## src/include/flash_poll_pkg.sv

```systemverilog
/*
   Constants, register map and state types of the flash status poller.
   Assumes a 40 MHz system clock and a byte-wide parallel NOR flash outside.
*/
// Overview of operation
// - Start status check with two back-to-back reads.
// - Equal toggle values mean the operation finished.
// - Still toggling with timeout flag high: recheck.
// - Toggling after timeout flag: failed, send reset.
// - Toggling, flag low: restart from double read.
// - Any timeout failure is followed by reset command.
// - Window check skippable only under 50 us spacing.
// - Read window flag before and after sector command.
// - Flag high after command: selection maybe rejected.
// - Status reads use the program or sector address.
package flash_poll_pkg;

   // ==========================================================
   // Timing
   localparam int CLK_NS   = 25;
   localparam int T_RD_NS  = 100;
   localparam int T_WP_NS  = 50;
   localparam int T_GAP_NS = 50;
   localparam int T_SKIP_US = 50;
   localparam int SYNC_CYC = 2;
   localparam int RD_CYC   = (T_RD_NS + CLK_NS - 1) / CLK_NS;
   localparam int WR_CYC   = (T_WP_NS + CLK_NS - 1) / CLK_NS;
   localparam int GAP_CYC  = (T_GAP_NS + CLK_NS - 1) / CLK_NS;
   localparam logic [7:0] RD_LAST  = 8'(RD_CYC + SYNC_CYC - 1);
   localparam logic [7:0] WR_LAST  = 8'(WR_CYC - 1);
   localparam logic [7:0] GAP_LAST = 8'(GAP_CYC - 1);

   // ==========================================================
   // Register offsets (byte addresses)
   localparam logic [7:0] OFS_CTRL    = 8'h00;
   localparam logic [7:0] OFS_ADDR    = 8'h04;
   localparam logic [7:0] OFS_WDATA   = 8'h08;
   localparam logic [7:0] OFS_STAT    = 8'h0C;
   localparam logic [7:0] OFS_IRQ_ST  = 8'h10;
   localparam logic [7:0] OFS_IRQ_CLR = 8'h14;
   localparam logic [7:0] OFS_IRQ_EN  = 8'h18;

   // ==========================================================
   // Field positions
   localparam int CTRL_POLL = 0;
   localparam int CTRL_WR   = 1;
   localparam int CTRL_RD   = 2;
   localparam int CTRL_ADD  = 3;
   localparam int STAT_BUSY = 0;
   localparam int STAT_OK   = 1;
   localparam int STAT_FAIL = 2;
   localparam int STAT_REJ  = 3;
   localparam int STAT_RDY  = 4;
   localparam int STAT_DATA = 8;
   localparam int IRQ_DONE  = 0;
   localparam int IRQ_FAIL  = 1;
   localparam int IRQ_REJ   = 2;
   localparam int TOG_BIT   = 6;
   localparam int TMO_BIT   = 5;
   localparam int WIN_BIT   = 3;

   // ==========================================================
   // Flash commands
   localparam logic [7:0] CMD_RESET = 8'hF0;
   localparam logic [7:0] CMD_SECT  = 8'h30;

   typedef enum logic [3:0] {O_IDLE, P_R1, P_R2, P_CMP, P_R3, P_CMP3, O_RST,
                             O_WR, O_RD, A_PRE, A_CMD, A_POST} op_e;
   typedef enum logic [1:0] {B_IDLE, B_ACT, B_GAP} bus_e;

endpackage

```

## src/core/flash_poll.sv

```systemverilog
/*
   Host-side controller for a parallel NOR flash: runs the toggle-bit status
   procedure, single read and write cycles, and guarded additional sector
   selection, under a classic Wishbone register slave with interrupt.
   Assumes the flash data pins are asynchronous and are synchronised here,
   and that the bench resolves the data bus from flash_dq_oe_o.
*/
// Added by the designer: the placing of the registers and the Wishbone slave port.
`timescale 1ns/10ps
`default_nettype none

module flash_poll
#(
   parameter int AW = 20
)
(
   // Clock and reset.
   input  wire logic                 clk_i,
   input  wire logic                 rst_i,
   // Wishbone slave.
   input  wire logic                 wb_cyc_i,
   input  wire logic                 wb_stb_i,
   input  wire logic                 wb_we_i,
   input  wire logic [7:0]           wb_adr_i,
   input  wire logic [3:0]           wb_sel_i,
   input  wire logic [31:0]          wb_dat_i,
   output logic      [31:0]          wb_dat_o,
   output logic                      wb_ack_o,
   // Interrupt.
   output logic                      irq_o,
   // Flash pins.
   output logic      [AW-1:0]        flash_addr_o,
   input  wire logic [7:0]           flash_dq_i,
   output logic      [7:0]           flash_dq_o,
   output logic                      flash_dq_oe_o,
   output logic                      flash_ce_n_o,
   output logic                      flash_oe_n_o,
   output logic                      flash_we_n_o,
   input  wire logic                 ready_busy_n_i
);
   import flash_poll_pkg::*;

   // Address width must fit a register word.
   if (AW < 1 || AW > 32)
   begin : g_chk
      $error("flash_poll: AW out of range");
   end

   // ==========================================================
   // State
   typedef struct packed {
      op_e          op;
      bus_e         bst;
      logic         breq;
      logic         bwe;
      logic         bdone;
      logic [7:0]   bcnt;
      logic [7:0]   bdat;
      logic [7:0]   rdat;
      logic         tog_a;
      logic         tog_b;
      logic         f5;
      logic [1:0]   nrd;
      logic         ok;
      logic         fail;
      logic         rej;
      logic [AW-1:0] addr;
      logic [7:0]   wdata;
      logic [2:0]   ist;
      logic [2:0]   ien;
      logic         ack;
      logic [31:0]  dat;
      logic [7:0]   dq1;
      logic [7:0]   dq2;
      logic         rb1;
      logic         rb2;
   } st_s;

   st_s          s_ff;
   st_s          nxt_s;
   logic [2:0]   ev;
   logic [2:0]   clr;
   logic         wr;
   logic         rd;
   logic [5:0]   idx;
   logic [31:0]  mask;
   logic [31:0]  merged;

   // ==========================================================
   // Next state
   always_comb
   begin
      nxt_s = s_ff;
      ev = 3'h0;
      clr = 3'h0;
      nxt_s.bdone = 1'b0;
      // Two-stage synchronisers for the asynchronous flash inputs.
      nxt_s.dq1 = flash_dq_i;
      nxt_s.dq2 = s_ff.dq1;
      nxt_s.rb1 = ready_busy_n_i;
      nxt_s.rb2 = s_ff.rb1;

      // Bus cycle engine; the gap forces the output enable high between reads.
      case (s_ff.bst)
         B_IDLE:
         begin
            if (s_ff.breq)
            begin
               nxt_s.bst = B_ACT;
               nxt_s.breq = 1'b0;
               nxt_s.bcnt = 8'h00;
            end
         end
         B_ACT:
         begin
            if (s_ff.bcnt == (s_ff.bwe ? WR_LAST : RD_LAST))
            begin
               nxt_s.bst = B_GAP;
               nxt_s.bcnt = 8'h00;
               nxt_s.bdone = 1'b1;
               if (!s_ff.bwe)
               begin
                  nxt_s.rdat = s_ff.dq2;
               end
            end
            else
            begin
               nxt_s.bcnt = s_ff.bcnt + 8'h01;
            end
         end
         B_GAP:
         begin
            if (s_ff.bcnt == GAP_LAST)
            begin
               nxt_s.bst = B_IDLE;
            end
            else
            begin
               nxt_s.bcnt = s_ff.bcnt + 8'h01;
            end
         end
         default:
         begin
            nxt_s.bst = B_IDLE;
         end
      endcase

      // Operation sequencer; each bus state waits for its cycle to finish.
      case (s_ff.op)
         O_IDLE:
         begin
         end
         P_R1:
         begin
            if (s_ff.bdone)
            begin
               nxt_s.tog_a = s_ff.rdat[TOG_BIT];
               nxt_s.nrd = s_ff.nrd + 2'h1;
               nxt_s.op = P_R2;
            end
         end
         P_R2:
         begin
            if (s_ff.bdone)
            begin
               nxt_s.tog_b = s_ff.rdat[TOG_BIT];
               nxt_s.f5 = s_ff.rdat[TMO_BIT];
               nxt_s.nrd = s_ff.nrd + 2'h1;
               nxt_s.op = P_CMP;
            end
         end
         P_CMP:
         begin
            if (s_ff.tog_a == s_ff.tog_b)
            begin
               nxt_s.ok = 1'b1;
               ev[IRQ_DONE] = 1'b1;
               nxt_s.op = O_IDLE;
            end
            else if (s_ff.f5)
            begin
               nxt_s.tog_a = s_ff.tog_b;
               nxt_s.op = P_R3;
            end
            else
            begin
               nxt_s.nrd = 2'h0;
               nxt_s.op = P_R1;
            end
         end
         P_R3:
         begin
            if (s_ff.bdone)
            begin
               nxt_s.tog_b = s_ff.rdat[TOG_BIT];
               nxt_s.op = P_CMP3;
            end
         end
         P_CMP3:
         begin
            if (s_ff.tog_a == s_ff.tog_b)
            begin
               nxt_s.ok = 1'b1;
               ev[IRQ_DONE] = 1'b1;
               nxt_s.op = O_IDLE;
            end
            else
            begin
               nxt_s.op = O_RST;
            end
         end
         O_RST:
         begin
            if (s_ff.bdone)
            begin
               nxt_s.fail = 1'b1;
               ev[IRQ_FAIL] = 1'b1;
               ev[IRQ_DONE] = 1'b1;
               nxt_s.op = O_IDLE;
            end
         end
         O_WR, O_RD, A_POST:
         begin
            if (s_ff.bdone)
            begin
               ev[IRQ_DONE] = 1'b1;
               nxt_s.op = O_IDLE;
               if (s_ff.op == A_POST && s_ff.rdat[WIN_BIT])
               begin
                  nxt_s.rej = 1'b1;
                  ev[IRQ_REJ] = 1'b1;
               end
            end
         end
         A_PRE:
         begin
            if (s_ff.bdone)
            begin
               // The window flag is always checked; no spacing guarantee is assumed.
               if (s_ff.rdat[WIN_BIT])
               begin
                  nxt_s.rej = 1'b1;
                  ev[IRQ_REJ] = 1'b1;
                  ev[IRQ_DONE] = 1'b1;
                  nxt_s.op = O_IDLE;
               end
               else
               begin
                  nxt_s.op = A_CMD;
               end
            end
         end
         A_CMD:
         begin
            if (s_ff.bdone)
            begin
               nxt_s.op = A_POST;
            end
         end
         default:
         begin
            nxt_s.op = O_IDLE;
         end
      endcase

      // Wishbone slave: one-cycle registered answer, ack dropped after one cycle.
      // Writes take effect at the edge at which the master samples ack high.
      wr = wb_cyc_i && wb_stb_i && wb_we_i && s_ff.ack;
      rd = wb_cyc_i && wb_stb_i && !wb_we_i && !s_ff.ack;
      nxt_s.ack = wb_cyc_i && wb_stb_i && !s_ff.ack;
      idx = wb_adr_i[7:2];
      mask = {{8{wb_sel_i[3]}}, {8{wb_sel_i[2]}}, {8{wb_sel_i[1]}}, {8{wb_sel_i[0]}}};
      merged = (32'(s_ff.addr) & ~mask) | (wb_dat_i & mask);
      if (wr)
      begin
         if (idx == OFS_ADDR[7:2])
         begin
            nxt_s.addr = merged[AW-1:0];
         end
         if (idx == OFS_WDATA[7:2] && wb_sel_i[0])
         begin
            nxt_s.wdata = wb_dat_i[7:0];
         end
         if (idx == OFS_IRQ_EN[7:2] && wb_sel_i[0])
         begin
            nxt_s.ien = wb_dat_i[2:0];
         end
         if (idx == OFS_IRQ_CLR[7:2] && wb_sel_i[0])
         begin
            clr = wb_dat_i[2:0];
         end
         // A start while an operation runs is ignored.
         if (idx == OFS_CTRL[7:2] && wb_sel_i[0] && s_ff.op == O_IDLE
             && wb_dat_i[3:0] != 4'h0)
         begin
            nxt_s.ok = 1'b0;
            nxt_s.fail = 1'b0;
            nxt_s.rej = 1'b0;
            nxt_s.nrd = 2'h0;
            if (wb_dat_i[CTRL_POLL])
            begin
               nxt_s.op = P_R1;
            end
            else if (wb_dat_i[CTRL_WR])
            begin
               nxt_s.op = O_WR;
            end
            else if (wb_dat_i[CTRL_RD])
            begin
               nxt_s.op = O_RD;
            end
            else
            begin
               nxt_s.op = A_PRE;
            end
         end
      end
      if (rd)
      begin
         case (idx)
            OFS_ADDR[7:2]:   nxt_s.dat = 32'(s_ff.addr);
            OFS_WDATA[7:2]:  nxt_s.dat = {24'h000000, s_ff.wdata};
            OFS_STAT[7:2]:
            begin
               nxt_s.dat = 32'h00000000;
               nxt_s.dat[STAT_BUSY] = (s_ff.op != O_IDLE);
               nxt_s.dat[STAT_OK] = s_ff.ok;
               nxt_s.dat[STAT_FAIL] = s_ff.fail;
               nxt_s.dat[STAT_REJ] = s_ff.rej;
               nxt_s.dat[STAT_RDY] = s_ff.rb2;
               nxt_s.dat[STAT_DATA +: 8] = s_ff.rdat;
            end
            OFS_IRQ_ST[7:2]: nxt_s.dat = {29'h0, s_ff.ist};
            OFS_IRQ_EN[7:2]: nxt_s.dat = {29'h0, s_ff.ien};
            default:         nxt_s.dat = 32'h00000000;
         endcase
      end

      // Sticky events; a new event wins over a clear in the same cycle.
      nxt_s.ist = (s_ff.ist & ~clr) | ev;

      // Entering a bus state queues its cycle; status reads use the address register.
      if (nxt_s.op != s_ff.op)
      begin
         case (nxt_s.op)
            P_R1, P_R2, P_R3, O_RD, A_PRE, A_POST:
            begin
               nxt_s.breq = 1'b1;
               nxt_s.bwe = 1'b0;
            end
            O_RST:
            begin
               nxt_s.breq = 1'b1;
               nxt_s.bwe = 1'b1;
               nxt_s.bdat = CMD_RESET;
            end
            A_CMD:
            begin
               nxt_s.breq = 1'b1;
               nxt_s.bwe = 1'b1;
               nxt_s.bdat = CMD_SECT;
            end
            O_WR:
            begin
               nxt_s.breq = 1'b1;
               nxt_s.bwe = 1'b1;
               nxt_s.bdat = s_ff.wdata;
            end
            default:
            begin
            end
         endcase
      end
   end

   // State register.
   always_ff @(posedge clk_i)
   begin
      if (rst_i)
      begin
         s_ff <= '0;
      end
      else
      begin
         s_ff <= nxt_s;
      end
   end

   // ==========================================================
   // Outputs
   assign wb_dat_o = s_ff.dat;
   assign wb_ack_o = s_ff.ack;
   assign irq_o = |(s_ff.ist & s_ff.ien);
   assign flash_addr_o = s_ff.addr;
   assign flash_dq_o = s_ff.bdat;
   assign flash_dq_oe_o = (s_ff.bst == B_ACT) && s_ff.bwe;
   assign flash_ce_n_o = !(s_ff.bst == B_ACT);
   assign flash_oe_n_o = !((s_ff.bst == B_ACT) && !s_ff.bwe);
   assign flash_we_n_o = !((s_ff.bst == B_ACT) && s_ff.bwe);

   // ==========================================================
   // Assertions
   localparam int RST_WAIT = 20;

   property p_two_reads;
      @(posedge clk_i) disable iff (rst_i) (s_ff.op == P_CMP) |-> (s_ff.nrd == 2'h2);
   endproperty
   a_two_reads: assert property (p_two_reads) else $error("compare before two reads");

   property p_done_equal;
      @(posedge clk_i) disable iff (rst_i)
         (s_ff.op == P_CMP && s_ff.tog_a == s_ff.tog_b) |=> (s_ff.op == O_IDLE && s_ff.ok);
   endproperty
   a_done_equal: assert property (p_done_equal) else $error("equal toggle not done");

   property p_recheck;
      @(posedge clk_i) disable iff (rst_i)
         (s_ff.op == P_CMP && s_ff.tog_a != s_ff.tog_b && s_ff.f5) |=> (s_ff.op == P_R3);
   endproperty
   a_recheck: assert property (p_recheck) else $error("no recheck after timeout flag");

   property p_fail_reset;
      @(posedge clk_i) disable iff (rst_i)
         (s_ff.op == P_CMP3 && s_ff.tog_a != s_ff.tog_b) |=> (s_ff.op == O_RST);
   endproperty
   a_fail_reset: assert property (p_fail_reset) else $error("failure not reset");

   property p_restart;
      @(posedge clk_i) disable iff (rst_i)
         (s_ff.op == P_CMP && s_ff.tog_a != s_ff.tog_b && !s_ff.f5)
         |=> (s_ff.op == P_R1 && s_ff.nrd == 2'h0);
   endproperty
   a_restart: assert property (p_restart) else $error("poll not restarted");

   property p_reset_cmd;
      @(posedge clk_i) disable iff (rst_i)
         $rose(s_ff.op == O_RST)
         |-> ##[1:RST_WAIT] (!flash_we_n_o && flash_dq_oe_o && flash_dq_o == CMD_RESET);
   endproperty
   a_reset_cmd: assert property (p_reset_cmd) else $error("reset command missing");

   property p_addr_stable;
      @(posedge clk_i) disable iff (rst_i)
         (!flash_oe_n_o && !$past(flash_oe_n_o)) |-> $stable(flash_addr_o);
   endproperty
   a_addr_stable: assert property (p_addr_stable) else $error("address moved in read");

   property p_reject;
      @(posedge clk_i) disable iff (rst_i)
         (s_ff.op == A_POST && s_ff.bdone && s_ff.rdat[WIN_BIT])
         |=> (s_ff.rej && s_ff.ist[IRQ_REJ]);
   endproperty
   a_reject: assert property (p_reject) else $error("rejection not reported");

   property p_outcome;
      @(posedge clk_i) disable iff (rst_i)
         (s_ff.op != O_IDLE) ##1 (s_ff.op == O_IDLE) |-> s_ff.ist[IRQ_DONE];
   endproperty
   a_outcome: assert property (p_outcome) else $error("end without outcome");

endmodule

`default_nettype wire

```

## config.mk

```make
export PLATFORM = sky130hd
export DESIGN_NAME = flash_poll
export DESIGN_NICKNAME = d
export VERILOG_FILES = /design/src/include/flash_poll_pkg.sv /design/src/core/flash_poll.sv
export SDC_FILE = /design/constraint.sdc
export NUM_CORES = 1
export LEC_CHECK = 0
export ABC_AREA = 1
export BUFFER_PORTS_ARGS = -buffer_cell sky130_fd_sc_hd__buf_4
export CAP_MARGIN = 20
export CORE_MARGIN = 8
export CORE_UTILIZATION = 49
export CTS_CLUSTER_DIAMETER = 40
export DETAILED_ROUTE_END_ITERATION = 16
export HOLD_SLACK_MARGIN = 0.03
export PLACE_DENSITY = 0.8
export SETUP_SLACK_MARGIN = 0.15
export SYNTH_ARGS = -nofsm -noshare
export SYNTH_HDL_FRONTEND = slang
export SYNTH_SLANG_ARGS = --single-unit
```

## constraint.sdc

```tcl
create_clock -name clk_i -period 1.85 [get_ports clk_i]
set_clock_uncertainty 0.05 [all_clocks]
set_input_delay 0.37 -clock clk_i [delete_from_list [all_inputs] [get_ports clk_i]]
set_output_delay 0.37 -clock clk_i [all_outputs]
set_load 0.005 [all_outputs]
```

# Word level (Yosys, flattened, before mapping)
# Cells that the tools add are included.
[classes] n_addsub=2 eq_ne=41 n_mux=66 bitwise=10 reduce_logical=49
[ops] cell="$pmux 20 s5" count=1
[ops] cell="$mux 4" count=13
[ops] cell="$pmux 8 s3" count=2
[ops] cell="$and 20x20->20" count=2
[ops] cell="$pmux 4 s9" count=1
[ops] cell="$mux 33" count=1
[ops] cell="$eq 4x4->1 const B" count=8
[ops] cell="$mux 8" count=4
[ops] cell="$eq 4x3->1 const B" count=7
[ops] cell="$mux 1" count=21
[ops] cell="$mux 20" count=1
[ops] cell="$not 20->20" count=1
[ops] cell="$or 20x20->20" count=1
[ops] cell="$eq 6x3->1 const B" count=3
[ops] cell="$mux 3" count=6
[ops] cell="$ne 2x2->1 const B" count=9
[ops] cell="$logic_and 1x1->1" count=15
[ops] cell="$mux 2" count=7
[ops] cell="$eq 4x2->1 const B" count=3
[ops] cell="$eq 6x2->1 const B" count=2
[ops] cell="$pmux 2 s3" count=2
[ops] cell="$reduce_and 2->1" count=6
[ops] cell="$reduce_and 3->1" count=4
[ops] cell="$reduce_or 3->1" count=3
[ops] cell="29 further kinds" count=45
[totals] regBits=126 inputBits=58 out_inout_bits=66 wordCells=193

# Depth between registers and ports, before layout
# Gate-level depths: netlist (run 1).
[depth] word_depth=10 ltp_mapped=18 ltp_nobuf=17

# Worst setup path after synthesis (run 1)
# No wires, ideal clock.
[synth_path] path_kind="input -> register" startpoint="input port wb_adr_i[7]" endpoint="register s_ff (netlist bit flash_dq_o[0])" setup_ns=0.114 arrival_ns=1.809 required_time_ns=1.686 slack_ns=-0.124 stages=13 n_path_buf=1 path_cell_list="nor2_1 > nand3_1 > nor2_4 > nand3_2 > nor2_2 > nand2_1 > nand2_4 > nand3b_4 > nand2_4 > nand2_4 > buf_12 > a21oi_1 > nor2_2"
[synth_between] elab_chain_cells=9 elab_cells_between_ends=13 cone_classes="eq/ne: 4; mux: 3; reduce/logical: 6"
[synth_rtl] item="start, declared" line_no="flash_poll.sv:24" source="input wire logic [7:0] wb_adr_i,"
[synth_rtl] item="$logic_not 6->1 (*)" line_no="flash_poll.sv:293" source="if (idx == OFS_CTRL[7:2] && wb_sel_i[0] && s_ff.op == O_IDLE"
[synth_rtl] item="$logic_and 1x1->1 (*) (2 in a row)" line_no="flash_poll.sv:293"
[synth_rtl] item="$logic_and 1x1->1 (*)" line_no="flash_poll.sv:294" source="&& wb_dat_i[3:0] != 4'h0)"
[synth_rtl] item="$mux 4 (*)" line_no="flash_poll.sv:293"
[synth_rtl] item="$mux 4 (*)" line_no="flash_poll.sv:274" source="if (wr)"
[synth_rtl] item="$eq 4x3->1 or $eq 4x4->1 (tied branches)" line_no="flash_poll.sv:345" source="case (nxt_s.op)"
[synth_rtl] item="$reduce_bool 3->1 (no line)"
[synth_rtl] item="$reduce_and 2->1 (no line)"
[synth_rtl] item="end signal, assigned" line_no="flash_poll.sv:385" source="s_ff <= nxt_s;"
[synth_rtl] item="end, declared" line_no="flash_poll.sv:79" source="st_s s_ff;"
# Every way passes the cells marked *; elsewhere a longest branch is shown, timed or not.
# A chain may end at the register's enable or synchronous reset.

# Worst setup path after layout (run 1)
[layout_path] startpoint="register s_ff[122] in the netlist's numbering" endpoint="register s_ff (netlist bit flash_dq_o[5])"
[layout_between] elab_chain_cells=8 elab_cells_between_ends=31 cone_classes="eq/ne: 15; mux: 10; reduce/logical: 6"
[layout_rtl] item="$eq 4x4->1, or another cell as far along" line_no="flash_poll.sv:149" source="case (s_ff.op)"
[layout_rtl] item="$reduce_or 4->1 (no line) or $logic_and 1x1->1 (tied branches)"
[layout_rtl] item="$pmux 4 s9 or $logic_and 1x1->1 (tied branches)" line_no="flash_poll.sv:149, flash_poll.sv:294"
[layout_rtl] item="$mux 4" line_no="flash_poll.sv:293"
[layout_rtl] item="$mux 4" line_no="flash_poll.sv:274"
[layout_rtl] item="$eq 4x3->1 or $eq 4x4->1 (tied branches)" line_no="flash_poll.sv:345"
[layout_rtl] item="$reduce_bool 3->1 (no line)"
[layout_rtl] item="$reduce_and 2->1 (no line)"
# Parallel ways exist; a longest one is shown, timed or not.

==> results.py, run 1 <==
metrics = {
    "worst_setup_path": {
        "setup.worst_path.class": "reg2reg",
        "crit_path_cell_trace": "buf_12 -> nor2_4 -> buf_4 -> nand3_1 -> nand3_1 -> nor2_2 -> nand3_4 -> nand2_4 -> buf_4 -> nor2_4 -> inv_1 -> nor2_1 -> nand3_2 -> nand2_1 -> nor2_1",
        "startpoint_type": "flop",
        "critical_path.max_stage_delay_ns": 0.33,
        "cp_slowest_cell": "dfxtp_2",
        "crit_required_ns": 2.04,
        "worst_ep_arrival_time_ns": 2.22,
        "crit_path_end_kind": "flop",
        "crit_fanout": 10,
    },
    "pwr": {
        "power.density_nw_per_um2": 741,
        "total_leakage_power_nw": 3.20,
        "peakVddDrop_mv": 0.463,
        "power_w": 0.00535,
    },
    "sta": {
        "max_clock_freq_ghz": 0.492,
        "timing.final.crit_share_pct": 110,
        "hold_violations": 0,
        "final-setup-viol-count": 10,
        "timing.max_slew.rel_slack_pct": 66.6,
        "fin_tns_setup_ns": -1.54,
        "maxSlewViolCount": 0,
        "final.hold.worst_slack_ns": 0.165,
        "final.setup.worst_slack_ns": -0.182,
        "tightest_slew_ns": 0.500,
        "unrepaired_setup_endpoints_after_global_routing": "yes",
        "timing.final.crit_period_ns": 2.03,
    },
    "yosys": {
        "synth_edf_count": 0,
        "mappedNetlistArea_um2": 5520,
        "synth_top_area_share_pct": 40.6,
        "postSynthRegisterBits": 112,
        "async_reset_ff_share_pct": 0,
        "post_synth.cell_area_avg_um2": 7.32,
        "post-synth-top-area-cell": "dfxtp_1",
        "synthesis.yosys.warnings": 0,
        "ys_seq_area_share_pct": 40.6,
        "synthesis.instances": 754,
        "synthFlopType": "dfxtp_1",
        "synth.lib_cells_used.distinct": 44,
        "yosys-top-cells-area": "dfxtp_1 (41%), buf_4 (8.2%), nand2_1 (7.9%)",
    },
    "drt": {
        "drt.antenna.violating_nets": 0,
        "detail_route.drc_violations": 0,
        "vias": 5013,
        "initialDrtViolationCount": 414,
        "via_per_inst": 4.94,
        "drt_first_pass_iters": 7,
        "routed_wirelength_um": 13500,
        "wire_length_per_cell_after_detailed_routing_um": 13.3,
    },
    "finish": {
        "fin_util_pct": 66.1,
        "layout.filler_cells": 957,
        "antenna_cells_inserted": 0,
        "synthToLayoutAreaGrowth_pct": 30.8,
        "layout_cell_share_with_drive_strength_beyond_1_pct": 36.6,
        "final_net_count": 933,
    },
    "clock_tree": {
        "tritoncts": "done",
        "cts_root_buf": "clkbuf_16",
        "worstSkewPairLatency_ns": 0.35,
        "numClockSinks": 112,
        "ctsHtreeMaxLevel": 3,
        "cts_made_buffers": 9,
        "ctsLongestPathBuffers": 2,
        "clk_pin_slew_worst_paths_ns": 0.08,
        "holdBufCountCts": 0,
    },
    "placement": {
        "number_of_port_buffers": 96,
        "dp.final_hpwl_um": 9650,
        "replace_congestion": 0.904,
        "preCtsSetupSlack_ns": -0.264,
    },
    "run_status": {
        "failed_checks": "setup timing",
        "status": "finished with violations",
    },
    "die": {
        "std_cell_rows": 38,
        "initial_core_utilization_pct": 50.5,
        "die_height_um": 122,
        "top_level_ports": 124,
        "core_region_area_um2": 10900,
        "design.die.area_um2": 14900,
        "die_width_um": 122,
    },
    "grt": {
        "grt_pass1_vias": 4669,
        "grt_overflow_total": 0,
        "maximum_number_of_pins_on_one_net_before_global_route_repair": 61,
        "antenna_found_initial": 0,
        "grt_first_pass_wirelength_um": 21700,
        "gr-usage-all-layers_pct": 17.7,
    },
    "worst_hold_path": {
        "min_path_type": "in2reg",
    },
    "flow_run": {
        "drv_cap": 0,
    },
}
[timing repair]
| action | 4_1_cts | 5_1_grt |
|---|---|---|
| pin swaps | 12 | 18 |
| setup buffers | 9 | 5 |
| endpoints found under the hold margin | 0 | 0 |
| cloned | 0 | 2 |
| resized for setup | 29 | 71 |
| setup endpoints to repair | 29 | 46 |
[metal layers]
layer	global-route usage (%)	vias to the layer above	part of all wire, %
li1	-	2561	-
met1	21.5	2298	43
met2	30.3	130	49
met3	3.10	24	5.1
met4	7.08	0	2.2
met5	0	-	0
[metrics by stage]
stage	area, um^2	cells
after CTS	6970	1008
final	7220	1015
after detailed placement	6490	983
after global placement	6490	983
after global routing	7220	1015
after floorplan	5670	765
[worst paths after layout]
check | startpoint | cells after the start | slack [ns] | to
setup reg to reg | s_ff[122] | 15 | -0.18 | flash_dq_o[5]
hold / removal | flash_dq_i[3] | 3 | 0.16 | nxt_s[5]
hold reg to reg | nxt_s[5] | 2 | 0.35 | s_ff[5]
setup / recovery | s_ff[122] | 15 | -0.18 | flash_dq_o[5]
[synth_stat cells (6+ instances only)]
| library cell | number |
|---|---|
| a21oi_1 | 53 |
| a221oi_1 | 8 |
| a22oi_1 | 6 |
| buf_4 | 60 |
| clkbuf_1 | 17 |
| dfxtp_1 | 112 |
| inv_1 | 103 |
| nand2_1 | 116 |
| nand2_2 | 11 |
| nand3_1 | 31 |
| nand4_1 | 6 |
| nor2_1 | 102 |
| nor2_2 | 11 |
| nor3_1 | 6 |
| o21ai_0 | 53 |
[kinds of logic (layout without fill, tap and decap cells)]
family / Yosys count / in the layout / synth area share, %
and+or+nand+nor: 306 / 307 / 25.7
xor gates and xnor gates: 2 / 2 / 0.317
DFF: 112 / 112 / 40.6
other: 1 / 12 / 0.0679
AOI/OAI and AO/OA: 140 / 140 / 14.5
adders and majority gates: 5 / 5 / 1.13
buffers and inverters: 188 / 297 / 17.6
[layout make-up]
type | instances | area [um^2] | share of cell area (%)
tap | 140 | 175 | 2.43
multi-input combinational | 466 | 2710 | 37.6
clock buffer | 10 | 229 | 3.17
sequential | 112 | 2260 | 31.3
timing repair buffer | 175 | 1370 | 18.9
clock inverter | 6 | 62.6 | 0.866
inverter | 106 | 413 | 5.72
[critical path, delay by kind of cell, from the launching register on]
family,cells,cell delay (ns)
DFF,1,0.33
buffers and inverters,4,0.51
and+or+nand+nor,11,1.02
[layout by cell type, fill, tap and decap left out, types with 3 or more instances in the layout]
cell       count
dfxtp_1      103
a21oi_2        5
a211oi_1       3
nand3_4        4
o21ai_0       46
a22oi_1        6
a21oi_1       48
nand2_2       25
o21ai_1        6
nand2_4        9
nor2_2        20
inv_1         91
a21oi_4        3
nand2_1       97
buf_12         3
conb_1        12
a221oi_1       8
inv_4          6
buf_4        166
buf_6          5
clkbuf_16      9
dfxtp_2        5
nand4_1        6
nand3_1       26
nor2_1        84
nor2_4        14
inv_2          9
dfxtp_4        4
ha_1           3
nor3_1         4
a31oi_1        5
nand3_2        6
nor3b_2        4
[report_power, final]
part	switching (W)	internal (W)	total, W	leakage, nW
Sequential	0.0000323	0.00247	0.00250	0.912
Clock	0.000965	0.000952	0.00192	0.142
Combinational	0.000501	0.000434	0.000936	2.14
Total	0.00150	0.00385	0.00535	3.20
Note: power is estimated with default switching activity, not from simulation.
==> run 2, diff against run 1 <==
Settings changed: CORE_UTILIZATION 49 to 59, PLACE_DENSITY 0.8 to 0.9.
Clock period 1.85 ns to 2.59 ns, I/O delays scaled along.
==> results.py, run 2 (synthesis gave the netlist of run 1 again) <==
metrics = {
    "drt": {
        "drt_first_pass_iters": 7,
        "vias": 4883,
        "wire_length_per_cell_after_detailed_routing_um": 14.3,
        "initialDrtViolationCount": 385,
        "via_per_inst": 5.30,
        "drt.antenna.violating_nets": 0,
        "routed_wirelength_um": 13200,
        "detail_route.drc_violations": 0,
    },
    "worst_setup_path": {
        "crit_path_cell_trace": "inv_2 -> nor2_1 -> nor2_1 -> nand2_2 -> nand2_2 -> o21ai_2 -> nand3_4 -> nand2_1 -> nor2_4 -> buf_4 -> buf_4 -> a21oi_1 -> nor2_2",
        "crit_family": "simple AND/OR/NAND/NOR gates",
        "crit_required_ns": 2.83,
        "crit_path_end_kind": "flop",
        "worst_ep_arrival_time_ns": 2.54,
        "cp_num_buf_inv": 3,
        "critical_path.max_stage_delay_ns": 0.45,
        "cp_slowest_cell": "dfxtp_4",
        "setup.worst_path.class": "reg2reg",
        "startpoint_type": "flop",
        "crit_fanout": 10,
    },
    "clock_tree": {
        "cts_made_buffers": 9,
        "tritoncts": "done",
        "cts_root_buf": "clkbuf_8",
        "clk_pin_slew_worst_paths_ns": 0.12,
        "numClockSinks": 112,
        "worstSkewPairLatency_ns": 0.38,
        "holdBufCountCts": 0,
        "ctsLongestPathBuffers": 2,
        "ctsHtreeMaxLevel": 3,
    },
    "grt": {
        "grt_overflow_total": 0,
        "gr-usage-all-layers_pct": 20.2,
        "grt_first_pass_wirelength_um": 21500,
        "maximum_number_of_pins_on_one_net_before_global_route_repair": 45,
        "antenna_found_initial": 0,
        "grt_pass1_vias": 4800,
    },
    "finish": {
        "layout.filler_cells": 766,
        "final_net_count": 869,
        "synthToLayoutAreaGrowth_pct": 12.5,
        "layout_cell_share_with_drive_strength_beyond_1_pct": 22.4,
        "antenna_cells_inserted": 0,
        "final_cells": 922,
        "layout.cells.most_common": "nand2_1",
        "layout.cells.most_common_list": "nand2_1 (116), buf_4 (112), dfxtp_1 (109)",
    },
    "run_status": {
        "status": "finished, final reports clean",
    },
    "sta": {
        "maxSlewViolCount": 0,
        "unrepaired_setup_endpoints_after_global_routing": "yes",
        "hold_violations": 0,
        "final-setup-viol-count": 0,
        "timing.final.crit_period_ns": 2.29,
        "fin_tns_setup_ns": 0,
        "max_clock_freq_ghz": 0.436,
        "timing.final.crit_share_pct": 88.6,
    },
    "die": {
        "initial_core_utilization_pct": 60.3,
        "core_region_area_um2": 9150,
        "die_width_um": 113,
        "top_level_ports": 124,
        "die_height_um": 113,
        "design.die.area_um2": 12700,
        "std_cell_rows": 35,
    },
    "placement": {
        "place_inst": 902,
        "dp.final_hpwl_um": 9790,
        "replace_congestion": 0.899,
        "number_of_port_buffers": 96,
    },
    "pwr": {
        "total_leakage_power_nw": 2.81,
        "power_w": 0.00336,
        "peakVddDrop_mv": 0.416,
        "power.density_nw_per_um2": 542,
    },
    "worst_hold_path": {
        "min_path_type": "in2reg",
    },
    "flow_run": {
        "drv_cap": 0,
    },
}
## run 2: power by group
part           internal, W  switching [W]
combinational     0.000155       0.000264
sequential         0.00176      0.0000229
clock             0.000488       0.000675
total              0.00240       0.000962
## run 2: cell type report
class	instances	area (um^2)	share of cell area, %
Inverter	106	398	6.41
Timing Repair Buffer	112	841	13.5
Clock inverter	7	105	1.69
Sequential cell	112	2250	36.2
Clock buffer	9	124	1.99
Multi-Input combinational cell	465	2360	37.9
Tap cell	111	139	2.24
## run 2: repair_timing
| action | in CTS | in global routing |
|---|---|---|
| pin swaps | 0 | 1 |
| gates resized for setup | 1 | 4 |
| buffers inserted | 0 | 4 |
| cloned | 0 | 0 |
| endpoints found under the setup margin | 1 | 14 |
## run 2: worst paths after layout
path                            cells after the start          start       endpoint  slack, ns
worst min register to register                      2       nxt_s[8]        s_ff[8]       0.36
worst max register to register                     13      s_ff[122]  flash_dq_o[0]       0.30
worst min-delay path                                3  flash_dq_i[4]       nxt_s[6]       0.28
worst max-delay path                               13      s_ff[122]  flash_dq_o[0]       0.30
## run 2: tightest hold or removal path: stages
cell and delay (ns):
buf_4 0.08, inv_1 0.03, nor2_1 0.06
## run 2: metal layers
metal	wire length [um]	GRT usage, %
met1	5480	22.4
met2	6610	36.4
met3	750	5.01
met4	339	7.73
met5	0	0
## run 2: per-stage QoR
step                hold slack, ns  instance area [um^2]  worst slack (ns)  utilization, %
finish                       0.279                  6210             0.296            67.9
detailed placement           0.344                  5940             0.187            64.9
global placement             0.338                  5940             0.300            64.9
floorplan                    0.338                  5560             0.468               -
CTS                          0.277                  6170             0.279            67.4
global route                 0.271                  6210             0.143            67.9
